**config.mk**
```make
export PLATFORM = sky130hd
export DESIGN_NAME = sync_source_selector
export DESIGN_NICKNAME = d
export VERILOG_FILES = /design/src/hdl/sync_sel_pkg.sv /design/src/hdl/src_monitor.sv /design/src/hdl/sync_source_selector.sv
export SDC_FILE = /design/constraint.sdc
export NUM_CORES = 1
export LEC_CHECK = 0
export ABC_AREA = 1
export BUFFER_PORTS_ARGS = -buffer_cell sky130_fd_sc_hd__clkbuf_2
export CAP_MARGIN = 15
export CORE_UTILIZATION = 40
export DETAILED_ROUTE_END_ITERATION = 8
export PLACE_DENSITY_LB_ADDON = 0.12
export SYNTH_ARGS = -nofsm -noshare
export SYNTH_HDL_FRONTEND = slang
export SYNTH_SLANG_ARGS = --single-unit
```
**constraint.sdc**
```tcl
create_clock -name i_ref_clk -period 1.7 [get_ports i_ref_clk]
set_clock_uncertainty 0.15 [all_clocks]
set_input_delay 0.17 -clock i_ref_clk [delete_from_list [all_inputs] [get_ports i_ref_clk]]
set_output_delay 0.17 -clock i_ref_clk [all_outputs]
set_load 0.02 [all_outputs]
```
**src/hdl/sync_sel_pkg.sv**
```systemverilog
// constants and types of the sync source selector
package sync_sel_pkg;

    typedef enum logic [3:0] {
        free_running_oscillator_mode = 4'h0,
        extended_oscillator_mode     = 4'h1,
        satellite_single_mode        = 4'h2,
        radio_pulse_single_mode      = 4'h3,
        serial_string_single_mode    = 4'h4,
        radio_signal_single_mode     = 4'h5,
        satellite_safety_mode        = 4'h6,
        radio_pulse_safety_mode      = 4'h7,
        radio_signal_safety_mode     = 4'h8,
        satellite_multi_mode         = 4'h9,
        radio_pulse_multi_mode       = 4'hA
    } mode_t;

    typedef enum logic [1:0] {
        src_none      = 2'h0,
        src_satellite = 2'h1,
        src_radio     = 2'h2,
        src_serial    = 2'h3
    } src_t;

    typedef enum logic [1:0] {
        stat_invalid = 2'h0,
        stat_quartz  = 2'h1,
        stat_sync    = 2'h2
    } stat_t;

    // display identifiers
    typedef enum logic [3:0] {
        disp_free_running   = 4'h0,
        disp_satellite      = 4'h1,
        disp_radio_pulse    = 4'h2,
        disp_serial_string  = 4'h3,
        disp_satellite_safe = 4'h4,
        disp_radio_safe     = 4'h5,
        disp_tag_satellite  = 4'h6,
        disp_tag_radio      = 4'h7,
        disp_tag_serial     = 4'h8
    } disp_t;

    localparam int          QUARTZ_W        = 16;
    localparam logic [15:0] QUARTZ_RESET    = 16'h8000;
    localparam int          INFO_W          = 32;
    localparam int          TIME_W          = 32;
    localparam int          SRC_TIMEOUT_MS  = 2000;
    localparam int          CLK_KHZ         = 200000;
    localparam int          SRC_TIMEOUT_CYC = SRC_TIMEOUT_MS * CLK_KHZ;
    localparam int          ALT_PERIOD_MS   = 1000;
    localparam int          ALT_PERIOD_CYC  = ALT_PERIOD_MS * CLK_KHZ;

endpackage

```
**src/hdl/src_monitor.sv**
```systemverilog
// one source monitor: sync, liveness and status class
`timescale 1ns/10ps
module src_monitor #(
    parameter int TIMEOUT = sync_sel_pkg::SRC_TIMEOUT_CYC
) (
    input  wire logic                     i_ref_clk,
    input  wire logic                     i_resetn,
    input  wire logic                     i_event,
    input  wire logic                     i_locked,
    output sync_sel_pkg::stat_t           o_status,
    output logic                          o_event
);
    logic       meta;
    logic       sync;
    logic       last;
    logic [31:0] age;

    always_ff @(posedge i_ref_clk or negedge i_resetn) begin
        if (!i_resetn) begin
            meta <= 1'b0;
            sync <= 1'b0;
            last <= 1'b0;
        end else begin
            meta <= i_event;
            sync <= meta;
            last <= sync;
        end
    end

    assign o_event = sync & ~last;

    // age since last event
    always_ff @(posedge i_ref_clk or negedge i_resetn) begin
        if (!i_resetn) begin
            age <= 32'(TIMEOUT);
        end else if (o_event) begin
            age <= 32'h0;
        end else if (age < 32'(TIMEOUT)) begin
            age <= age + 32'h1;
        end
    end

    always_ff @(posedge i_ref_clk or negedge i_resetn) begin
        if (!i_resetn) begin
            o_status <= sync_sel_pkg::stat_invalid;
        end else if (age >= 32'(TIMEOUT)) begin
            o_status <= sync_sel_pkg::stat_invalid;
        end else if (i_locked) begin
            o_status <= sync_sel_pkg::stat_sync;
        end else begin
            o_status <= sync_sel_pkg::stat_quartz;
        end
    end
endmodule

```
**src/hdl/sync_source_selector.sv**
```systemverilog
// sync source selector top
`timescale 1ns/10ps
module sync_source_selector #(
    parameter int TIMEOUT = sync_sel_pkg::SRC_TIMEOUT_CYC,
    parameter int ALT_CYC = sync_sel_pkg::ALT_PERIOD_CYC
) (
    input  wire logic                              i_ref_clk,
    input  wire logic                              i_resetn,
    input  wire logic [3:0]                        i_mode,
    input  wire logic                              i_mode_load,
    input  wire logic                              i_serial_primary,
    input  wire logic [sync_sel_pkg::QUARTZ_W-1:0] i_quartz_value,
    input  wire logic                              i_quartz_load,
    input  wire logic                              i_sat_event,
    input  wire logic                              i_sat_locked,
    input  wire logic [sync_sel_pkg::TIME_W-1:0]   i_sat_time,
    input  wire logic [sync_sel_pkg::INFO_W-1:0]   i_sat_info,
    input  wire logic                              i_radio_pulse,
    input  wire logic                              i_radio_locked,
    input  wire logic [sync_sel_pkg::TIME_W-1:0]   i_radio_time,
    input  wire logic [sync_sel_pkg::INFO_W-1:0]   i_radio_info,
    input  wire logic                              i_serial_event,
    input  wire logic                              i_serial_locked,
    input  wire logic [sync_sel_pkg::TIME_W-1:0]   i_serial_time,
    input  wire logic [sync_sel_pkg::INFO_W-1:0]   i_serial_info,
    output sync_sel_pkg::mode_t                    o_mode,
    output logic                                   o_mode_refused,
    output logic [sync_sel_pkg::QUARTZ_W-1:0]      o_quartz_value,
    output sync_sel_pkg::src_t                     o_active_src,
    output logic                                   o_sync_pulse,
    output logic [sync_sel_pkg::TIME_W-1:0]        o_sync_time,
    output logic                                   o_discipline,
    output logic                                   o_free_running,
    output logic                                   o_mismatch,
    output sync_sel_pkg::disp_t                    o_disp_id,
    output logic                                   o_disp_primary_mark,
    output sync_sel_pkg::stat_t                    o_sat_status,
    output sync_sel_pkg::stat_t                    o_radio_status,
    output sync_sel_pkg::stat_t                    o_serial_status
);
    ////////////////////////////////////////////////////////////////////////
    sync_sel_pkg::mode_t mode;
    sync_sel_pkg::src_t  primary;
    sync_sel_pkg::src_t  secondary;
    sync_sel_pkg::src_t  next_src;
    sync_sel_pkg::stat_t sat_st;
    sync_sel_pkg::stat_t rad_st;
    sync_sel_pkg::stat_t ser_st;
    logic                sat_ev;
    logic                rad_ev;
    logic                ser_ev;
    logic                safety;
    logic                multi;
    logic                agree;
    logic                trig;
    logic [31:0]         alt_cnt;
    logic                alt_phase;

    src_monitor #(.TIMEOUT(TIMEOUT)) u_sat (
        .i_ref_clk (i_ref_clk),
        .i_resetn  (i_resetn),
        .i_event   (i_sat_event),
        .i_locked  (i_sat_locked),
        .o_status  (sat_st),
        .o_event   (sat_ev)
    );
    src_monitor #(.TIMEOUT(TIMEOUT)) u_radio (
        .i_ref_clk (i_ref_clk),
        .i_resetn  (i_resetn),
        .i_event   (i_radio_pulse),
        .i_locked  (i_radio_locked),
        .o_status  (rad_st),
        .o_event   (rad_ev)
    );
    src_monitor #(.TIMEOUT(TIMEOUT)) u_serial (
        .i_ref_clk (i_ref_clk),
        .i_resetn  (i_resetn),
        .i_event   (i_serial_event),
        .i_locked  (i_serial_locked),
        .o_status  (ser_st),
        .o_event   (ser_ev)
    );

    assign o_sat_status    = sat_st;
    assign o_radio_status  = rad_st;
    assign o_serial_status = ser_st;

    ////////////////////////////////////////////////////////////////////////
    // mode selection
    always_ff @(posedge i_ref_clk or negedge i_resetn) begin
        if (!i_resetn) begin
            mode           <= sync_sel_pkg::free_running_oscillator_mode;
            o_mode_refused <= 1'b0;
        end else if (i_mode_load) begin
            case (i_mode)
                4'h1, 4'h5, 4'h8: o_mode_refused <= 1'b1;
                4'h0, 4'h2, 4'h3, 4'h4, 4'h6, 4'h7, 4'h9, 4'hA: begin
                    mode           <= sync_sel_pkg::mode_t'(i_mode);
                    o_mode_refused <= 1'b0;
                end
                default: o_mode_refused <= 1'b1;
            endcase
        end
    end
    assign o_mode = mode;

    always_ff @(posedge i_ref_clk or negedge i_resetn) begin
        if (!i_resetn) begin
            o_quartz_value <= sync_sel_pkg::QUARTZ_RESET;
        end else if (i_quartz_load) begin
            o_quartz_value <= i_quartz_value;
        end
    end

    ////////////////////////////////////////////////////////////////////////
    // safety pairings / multi pairings
    assign safety = (mode == sync_sel_pkg::satellite_safety_mode) ||
                    (mode == sync_sel_pkg::radio_pulse_safety_mode);
    assign multi  = (mode == sync_sel_pkg::satellite_multi_mode) ||
                    (mode == sync_sel_pkg::radio_pulse_multi_mode);

    always_comb begin
        sync_sel_pkg::src_t other;
        other = (mode == sync_sel_pkg::satellite_multi_mode) ? sync_sel_pkg::src_satellite
                                                             : sync_sel_pkg::src_radio;
        primary   = i_serial_primary ? sync_sel_pkg::src_serial : other;
        secondary = i_serial_primary ? other : sync_sel_pkg::src_serial;
    end

    function automatic sync_sel_pkg::stat_t st_of(input sync_sel_pkg::src_t s,
                                                  input sync_sel_pkg::stat_t a,
                                                  input sync_sel_pkg::stat_t b,
                                                  input sync_sel_pkg::stat_t c);
        case (s)
            sync_sel_pkg::src_satellite: st_of = a;
            sync_sel_pkg::src_radio:     st_of = b;
            sync_sel_pkg::src_serial:    st_of = c;
            default:                     st_of = sync_sel_pkg::stat_invalid;
        endcase
    endfunction

    always_comb begin
        if (mode == sync_sel_pkg::satellite_safety_mode) begin
            agree = (i_sat_time == i_serial_time) && (i_sat_info == i_serial_info);
        end else begin
            agree = (i_radio_time == i_serial_time) && (i_radio_info == i_serial_info);
        end
    end

    // source choice per mode
    always_comb begin
        next_src = sync_sel_pkg::src_none;
        case (mode)
            sync_sel_pkg::free_running_oscillator_mode: next_src = sync_sel_pkg::src_none;
            sync_sel_pkg::satellite_single_mode:
                if (sat_st == sync_sel_pkg::stat_sync) next_src = sync_sel_pkg::src_satellite;
            sync_sel_pkg::radio_pulse_single_mode:
                if (rad_st == sync_sel_pkg::stat_sync) next_src = sync_sel_pkg::src_radio;
            sync_sel_pkg::serial_string_single_mode:
                if (ser_st == sync_sel_pkg::stat_sync) next_src = sync_sel_pkg::src_serial;
            sync_sel_pkg::satellite_safety_mode:
                if (sat_st == sync_sel_pkg::stat_sync && ser_st == sync_sel_pkg::stat_sync)
                    next_src = sync_sel_pkg::src_serial;
            sync_sel_pkg::radio_pulse_safety_mode:
                if (rad_st == sync_sel_pkg::stat_sync && ser_st == sync_sel_pkg::stat_sync)
                    next_src = sync_sel_pkg::src_serial;
            sync_sel_pkg::satellite_multi_mode, sync_sel_pkg::radio_pulse_multi_mode: begin
                // keep primary / fall back to synced secondary
                if (st_of(primary, sat_st, rad_st, ser_st) == sync_sel_pkg::stat_sync)
                    next_src = primary;
                else if (st_of(secondary, sat_st, rad_st, ser_st) == sync_sel_pkg::stat_sync)
                    next_src = secondary;
            end
            default: next_src = sync_sel_pkg::src_none;
        endcase
    end

    always_ff @(posedge i_ref_clk or negedge i_resetn) begin
        if (!i_resetn) begin
            o_active_src <= sync_sel_pkg::src_none;
        end else begin
            o_active_src <= next_src;
        end
    end

    ////////////////////////////////////////////////////////////////////////
    // time taken on the active source's event
    always_comb begin
        case (o_active_src)
            sync_sel_pkg::src_satellite: trig = sat_ev;
            sync_sel_pkg::src_radio:     trig = rad_ev;
            sync_sel_pkg::src_serial:    trig = ser_ev;
            default:                     trig = 1'b0;
        endcase
    end

    always_ff @(posedge i_ref_clk or negedge i_resetn) begin
        if (!i_resetn) begin
            o_sync_pulse <= 1'b0;
            o_sync_time  <= '0;
            o_mismatch   <= 1'b0;
        end else begin
            o_sync_pulse <= 1'b0;
            if (trig) begin
                if (safety && !agree) begin
                    o_mismatch <= 1'b1;
                end else begin
                    o_mismatch   <= 1'b0;
                    o_sync_pulse <= 1'b1;
                    case (o_active_src)
                        sync_sel_pkg::src_satellite: o_sync_time <= i_sat_time;
                        sync_sel_pkg::src_radio:     o_sync_time <= i_radio_time;
                        default:                     o_sync_time <= i_serial_time;
                    endcase
                end
            end
        end
    end

    // free run on last quartz value when no source
    assign o_discipline   = (o_active_src != sync_sel_pkg::src_none) && !(safety && !agree);
    assign o_free_running = !o_discipline;

    ////////////////////////////////////////////////////////////////////////
    // alternating display
    always_ff @(posedge i_ref_clk or negedge i_resetn) begin
        if (!i_resetn) begin
            alt_cnt   <= 32'h0;
            alt_phase <= 1'b0;
        end else if (alt_cnt >= 32'(ALT_CYC - 1)) begin
            alt_cnt   <= 32'h0;
            alt_phase <= ~alt_phase;
        end else begin
            alt_cnt <= alt_cnt + 32'h1;
        end
    end

    function automatic sync_sel_pkg::disp_t tag_of(input sync_sel_pkg::src_t s);
        case (s)
            sync_sel_pkg::src_satellite: tag_of = sync_sel_pkg::disp_tag_satellite;
            sync_sel_pkg::src_radio:     tag_of = sync_sel_pkg::disp_tag_radio;
            default:                     tag_of = sync_sel_pkg::disp_tag_serial;
        endcase
    endfunction

    always_ff @(posedge i_ref_clk or negedge i_resetn) begin
        if (!i_resetn) begin
            o_disp_id           <= sync_sel_pkg::disp_free_running;
            o_disp_primary_mark <= 1'b0;
        end else begin
            o_disp_primary_mark <= multi && !alt_phase;
            case (mode)
                sync_sel_pkg::satellite_single_mode:     o_disp_id <= sync_sel_pkg::disp_satellite;
                sync_sel_pkg::radio_pulse_single_mode:   o_disp_id <= sync_sel_pkg::disp_radio_pulse;
                sync_sel_pkg::serial_string_single_mode: o_disp_id <= sync_sel_pkg::disp_serial_string;
                sync_sel_pkg::satellite_safety_mode:     o_disp_id <= sync_sel_pkg::disp_satellite_safe;
                sync_sel_pkg::radio_pulse_safety_mode:   o_disp_id <= sync_sel_pkg::disp_radio_safe;
                sync_sel_pkg::satellite_multi_mode, sync_sel_pkg::radio_pulse_multi_mode:
                    o_disp_id <= alt_phase ? tag_of(secondary) : tag_of(primary);
                default:                                 o_disp_id <= sync_sel_pkg::disp_free_running;
            endcase
        end
    end
endmodule

```
### Yosys cells after proc, flatten, opt, wreduce, memory -nomap -nowiden

Index checks and enable logic that the tools add are counted.
W data, S select, Z words.

| storage, ports and cells | value |
|---|---|
| bits of input ports | 223 |
| flip-flop bits (word level) | 206 |
| output and inout bits | 70 |
| word-level logic and storage cells | 139 |

| operators by class | value |
|---|---|
| eq/ne operators | 32 |
| reduce and logical (&&, ||, !) cells | 22 |
| $add $sub $neg | 4 |
| magnitude comparators | 7 |
| multiplexer cells | 40 |
| bitwise gates (word level) | 8 |

Operator list:

| cell | number |
|---|---|
| $mux W32 | 7 |
| $add A32 B1 Y32 const B | 4 |
| $eq A32 B32 Y1 | 4 |
| $ge A32 B29 Y1 const B | 3 |
| $lt A32 B29 Y1 const B | 3 |
| $pmux W32 S2 | 1 |
| $mux W2 | 18 |
| $ge A32 B28 Y1 const B | 1 |
| $eq A4 B3 Y1 const B | 6 |
| $pmux W4 S6 | 1 |
| $eq A2 B2 Y1 const B | 11 |
| $eq A4 B2 Y1 const B | 4 |
| $eq A4 B4 Y1 const B | 4 |
| $pmux W4 S2 | 2 |
| $pmux W2 S3 | 2 |
| $pmux W2 S6 | 1 |
| $reduce_bool A2 Y1 | 4 |
| $reduce_or A8 Y1 | 1 |
| $logic_and A1 B1 Y1 | 7 |
| $eq A2 B1 Y1 const B | 3 |
| $mux W1 | 6 |
| $not A1 Y1 | 5 |
| $logic_not A1 Y1 | 4 |
| $logic_not A4 Y1 | 1 |
| other kinds (6) | 10 |

### Depth between registers and ports, before layout

| logic depth | value |
|---|---|
| depth after elaboration | 13 |
| depth in mapped cells | 14 |
| depth with buffers taken out | 13 |

### Cells and area by module

A second synthesis with hierarchy kept.

| second synthesis, totals | value |
|---|---|
| cell total of the unflattened synthesis | 2108 |
| area total of the unflattened synthesis | 14042.2 µm² |

Modules (own cells, without submodules):

| module | seq. area each (µm²) | cells an instance | area an instance (µm²) | times used |
|---|---|---|---|---|
| src_monitor | 940.9 | 349 | 2347.3 | 3 |
| sync_source_selector | 2378.5 | 1061 | 7000.5 | 1 |

### Least setup slack after synthesis

No wires, ideal clock.

| timing path | value |
|---|---|
| path type | register to register |
| start point | register o_active_src[0] |
| end point | register o_sync_time[14] (netlist bit) |
| cell stages (with the launch flop) | 9 |
| arrival | 1.735 ns |
| data required time | 1.484 ns |
| setup time | 0.066 ns |
| setup slack | -0.251 ns |
| path buffers | 2 |
| period minus slack after synthesis | 1.951 ns |
| cell sequence | dfrtp_1 -> inv_1 -> ha_1 -> clkbuf_1 -> buf_1 -> nor2_1 -> a31oi_1 -> nand3_1 -> nand2_1 |

| between the ends | value |
|---|---|
| longest elaborated chain between the ends | 3 |

RTL lines:

| item | line | source |
|---|---|---|
| start: declaration | sync_source_selector.sv:29 | `output sync_sel_pkg::src_t o_active_src,` |
| start signal: assignment | sync_source_selector.sv:180 | `o_active_src <= sync_sel_pkg::src_none;` |
| start signal: assignment | sync_source_selector.sv:182 | `o_active_src <= next_src;` |
| $eq A2 B2 Y1 (tied with other cells) | sync_source_selector.sv:189 | `case (o_active_src)` |
| $pmux W1 S3 | sync_source_selector.sv:189 |  |
| $reduce_and A2 Y1 (no line) | - |  |
| end signal: assignment | sync_source_selector.sv:211 | `sync_sel_pkg::src_satellite: o_sync_time <= i_sat_time;` |
| end signal: assignment | sync_source_selector.sv:212 | `sync_sel_pkg::src_radio: o_sync_time <= i_radio_time;` |
| end signal: assignment | sync_source_selector.sv:213 | `default: o_sync_time <= i_serial_time;` |
| end: declaration | sync_source_selector.sv:31 | `output logic [sync_sel_pkg::TIME_W-1:0] o_sync_time,` |

Several ways; a longest one is shown, not always the timed one.
A chain may end at the register's enable or synchronous reset.

### Worst setup path after layout

| timing path | value |
|---|---|
| start point | register mode[3], in the netlist o_mode[3] |
| end point | output o_free_running |

| between the ends | value |
|---|---|
| longest elaborated chain between the ends | 7 |

RTL lines:

| item | line | source |
|---|---|---|
| start: declaration | sync_source_selector.sv:42 | `sync_sel_pkg::mode_t mode;` |
| start signal: assignment | sync_source_selector.sv:92 | `mode <= sync_sel_pkg::free_running_oscillator_mode;` |
| start signal: assignment | sync_source_selector.sv:98 | `mode <= sync_sel_pkg::mode_t'(i_mode);` |
| $eq A4 B3 Y1 | sync_source_selector.sv:117, sync_source_selector.sv:143 |  |
| $mux W1 | sync_source_selector.sv:143 | `if (mode == sync_sel_pkg::satellite_safety_mode) begin` |
| $logic_not A1 Y1 | sync_source_selector.sv:221 | `assign o_discipline = (o_active_src != sync_sel_pkg::src_none) && !(safety && !agree);` |
| $logic_and A1 B1 Y1 * | sync_source_selector.sv:221 |  |
| $logic_not A1 Y1 * | sync_source_selector.sv:221 |  |
| $logic_and A1 B1 Y1 * | sync_source_selector.sv:221 |  |
| $logic_not A1 Y1 * | sync_source_selector.sv:222 | `assign o_free_running = !o_discipline;` |
| end: declaration | sync_source_selector.sv:33 | `output logic o_free_running,` |

Every way passes the cells marked *; elsewhere a longest branch is shown, timed or not.

==> summary.md <==
| Metric | Value |
|---|---|
| Clock slew at reported path FFs | about 60 ps |
| Internal Power | just under 10 mW |
| Register area share after synthesis | 0.380 |
| PortBufs | approximately 300 |
| Largest family of logic cells by synthesized area | simple AND/OR/NAND/NOR gates |
| Pwr dens | ~660 mW/mm^2 |
| Fraction of synthesized area in multiplexers | 0.0132 |
| Number of iterations in the first detailed-routing pass | 5 |
| Max Cap Viol | 0 |
| Worst Hold Launch | i_radio_time[16] |
| Synth-to-layout area growth | 61.3% |
| Critical path peak fanout | 3 |
| Fillers | around 2,900 |
| Clock sinks | ~210 |
| Post-synth ARST share | 1.00 |
| Vias | between 15,000 and 20,000 |
| Post-synth EDFFs | 0 |
| Critical path class | reg2out |
| Sequential fraction of design power | 0.389 |
| Root buf cell | clkbuf_16 |
| Routed wl met2 | 23,700 um |
| HP Class | in2reg |
| Final wirelength | about 50,000 um |
| Worst Setup Start Kind | register |
| Share of cells above drive strength 1 | 0.415 |
| Power share of the clock group | 0.322 |
| Initial antenna violation count | 0 |
| Die W | 187 um |
| CORE AREA | approximately 0.034 sq mm |
| Combinational share of power | 0.289 |
| Post-Syn Instances | 1,956 |
| Dpl hpwl | 35,400 um |
| Peak VDD IR | about 0.00065 V |
| Slew @ Worst Pin | 524 ps |
| Post-route ant nets | 0 |
| Status | finished, violations left |
| RSZ-0062 raised after global routing | true |
| Synth top area cells | dfrtp_1, nand2_1, dfstp_2, nor2_1, inv_1 |
| Diode count | 0 |
| Top Layer Used | met4 |
| CTS tree | built |
| Setup violators final | between 150 and 200 |
| WL/cell | 15.8 um |
| Worst Slack Setup Final | -713 ps |
| DR vias/cell | a little under 5 |
| Crit path DAT | roughly 2100 ps |
| Metal-1 WL | 21,700 um |
| Cell taking the most area after synthesis | dfrtp_1 |
| CTS Buf Count | 23 |
| CTS max path bufs | 3 |
| Hold WS | around 14 ps |
| Most common cell after layout, fill and taps aside | nand2_1 |
| CP startpoint | o_mode[3]$_DFFE_PN0P_ |
| Die Height | roughly 190 um |
| Starting DRT DRC Count | roughly 920 |
| Worst EP required | around 1400 ps |
| Slew Limit Fails | 0 |
| Max Clock Freq | approximately 410 MHz |
| Synthesis warning total | 0 |
| Synthesized flop and latch total | ~210 |
| Nets | ~2,900 |
| Dpl ws | -530 ps |
| Ys flop type | dfrtp_1 |
| Worst skew pair latency | about 520 ps |
| Ports | around 290 |
| Initial core utilization | 0.407 |
| Worst reg2reg path startpoint | o_mode[3]$_DFFE_PN0P_ |
| Xor and xnor area share after synthesis | 0.0825 |
| DR DRC count | 0 |
| Mapped cell area | 0.0137 sq mm |
| Synth Area in Compound Gates | 0.0626 |
| Overall routing resource usage | 0.277 |
| NetSw | between 4 and 5 mW |
| Number of distinct library cells after synthesis | 50 |
| Largest net degree at the start of global routing | ~50 |
| Period minus WS final | between 2000 and 2500 ps |
| Gp weighted congestion | a little over 0.9 |
| Fin util | 0.657 |
| Final hold vios | 0 |
| Failing checks | negative setup slack |
| Synth top area share | 0.309 |
| Fin crit share | 1.42 |
| Vias in the first global route | about 16,000 |
| First-pass GRT wire length | 78,600 um |
| Post-synthesis adder-cell area fraction | 0.0100 |
| Crit end category | output port |
| Row cnt | 67 |
| Mean Syn Cell Area | around 7.0 sq um |
| Routed wl met3 | 2720 um |
| Max-slew headroom | 0.647 |
| Switch share | 0.328 |
| P_leak | 11.1 nW |
| Synth Area in Simple Gates | 0.365 |
| Die Footprint | between 0.03 and 0.04 sq mm |
| Grt ovf | 0 |
| Number of H-tree levels | 1 |
| Pwr Total | 14.6 mW |
| Commonest cells after routing, fill and taps aside | nand2_1, buf_4, clkbuf_2, inv_1, nor2_1 |
[stage by stage]
stage	instances	instance area, sq um	setup TNS, ps
after global routing	3161	22100	-55230
final	3161	22100	-38660
after global placement	2979	18200	-37070
after CTS	3139	21100	-36570
after floorplan	1959	13900	-7750
after detailed placement	2979	18200	-39740
[worst max-delay path, cell delays in order (launching register included)]
cell	delay, ps
dfrtp_2	410
inv_2	80
nand2_4	70
nor2_4	130
nand2_1	70
nor2_1	90
nand3_1	130
nor2_1	110
nand3_1	120
nand3_4	120
nand2_4	80
buf_4	160
[synthesized netlist by cell type (20+ instances only)]
cell and instances:
o31ai_1 21, nand2_1 597, a31oi_1 32, o21ai_0 51, dfstp_2 37, xnor2_1 62
nor3_1 57, nand4_1 56, a21oi_1 20, inv_1 230, xor2_1 67, clkbuf_1 27
nand3_1 120, dfrtp_1 169, nor2_1 256
[cell type report]
class	count	area, sq um	share of cell area
clock buffers	38	672	0.0304
repair inverters	6	82.6	0.00374
flip-flops and latches	206	5210	0.236
repair buffers	756	5700	0.258
clock inverters	4	23.8	0.00108
well taps	448	561	0.0254
multi-input cells	1463	8880	0.402
inverters	240	973	0.0441
[cell families (layout without fill, tap and decap cells)]
kind of cell               after synthesis  after routing
AOI/OAI and AO/OA                      144            144
xor gates and xnor gates               129            129
adders and majority gates               11             11
buffers and inverters                  291           1044
DFF                                    206            206
muxes                                   16             16
other                                    1              4
and+or+nand+nor                       1158           1159
[per-layer routing]
layer	vias up	track usage
li1	7737	-
met1	7367	0.365
met2	472	0.458
met3	103	0.0450
met4	0	0.0984
met5	-	0
[flip-flops by register name, summed over array words and instances (netlist names), 2 cells and up]
signal	cells
u_radio.age	32
u_serial.age	32
u_serial.o_status	2
u_sat.age	32
o_mode	4
o_disp_id	4
u_sat.o_status	2
u_radio.o_status	2
alt_cnt	32
o_quartz_value	16
o_sync_time	32
o_active_src	2
[repair_timing]
action,in CTS,in global routing
cloned,12,3
setup endpoints to repair,159,167
pin swaps,70,62
endpoints found under the hold margin,254,0
hold buffers,69,0
resized for setup,276,212
setup buffers,41,30
[final timing paths]
kind | to | slack (ps) | cells past startpoint
max in group asynchronous | u_sat.age[26]$_DFFE_PN1P_ | 910 | 3
hold reg to reg | u_radio.sync$_DFF_PN0_ | 200 | 0
min in group asynchronous | u_sat.age[15]$_DFFE_PN1P_ | 120 | 2
hold / removal | o_sync_time[16]$_DFFE_PN0P_ | 10 | 6
setup reg to reg | o_sync_time[7]$_DFFE_PN0P_ | -470 | 13
setup / recovery | o_free_running | -710 | 11
[power by group through the flow]
stage / Sequential, mW / Clock (mW) / Combinational, mW
after detailed placement: 5.73 / 0 / 3.71
after floorplan: 6.08 / 0 / 1.50
final: 5.67 / 4.70 / 4.21
after CTS: 5.66 / 4.81 / 4.04
after global placement: 5.73 / 0 / 3.65
after global routing: 5.72 / 4.99 / 4.57
Note: power is estimated with default switching activity, not from simulation.
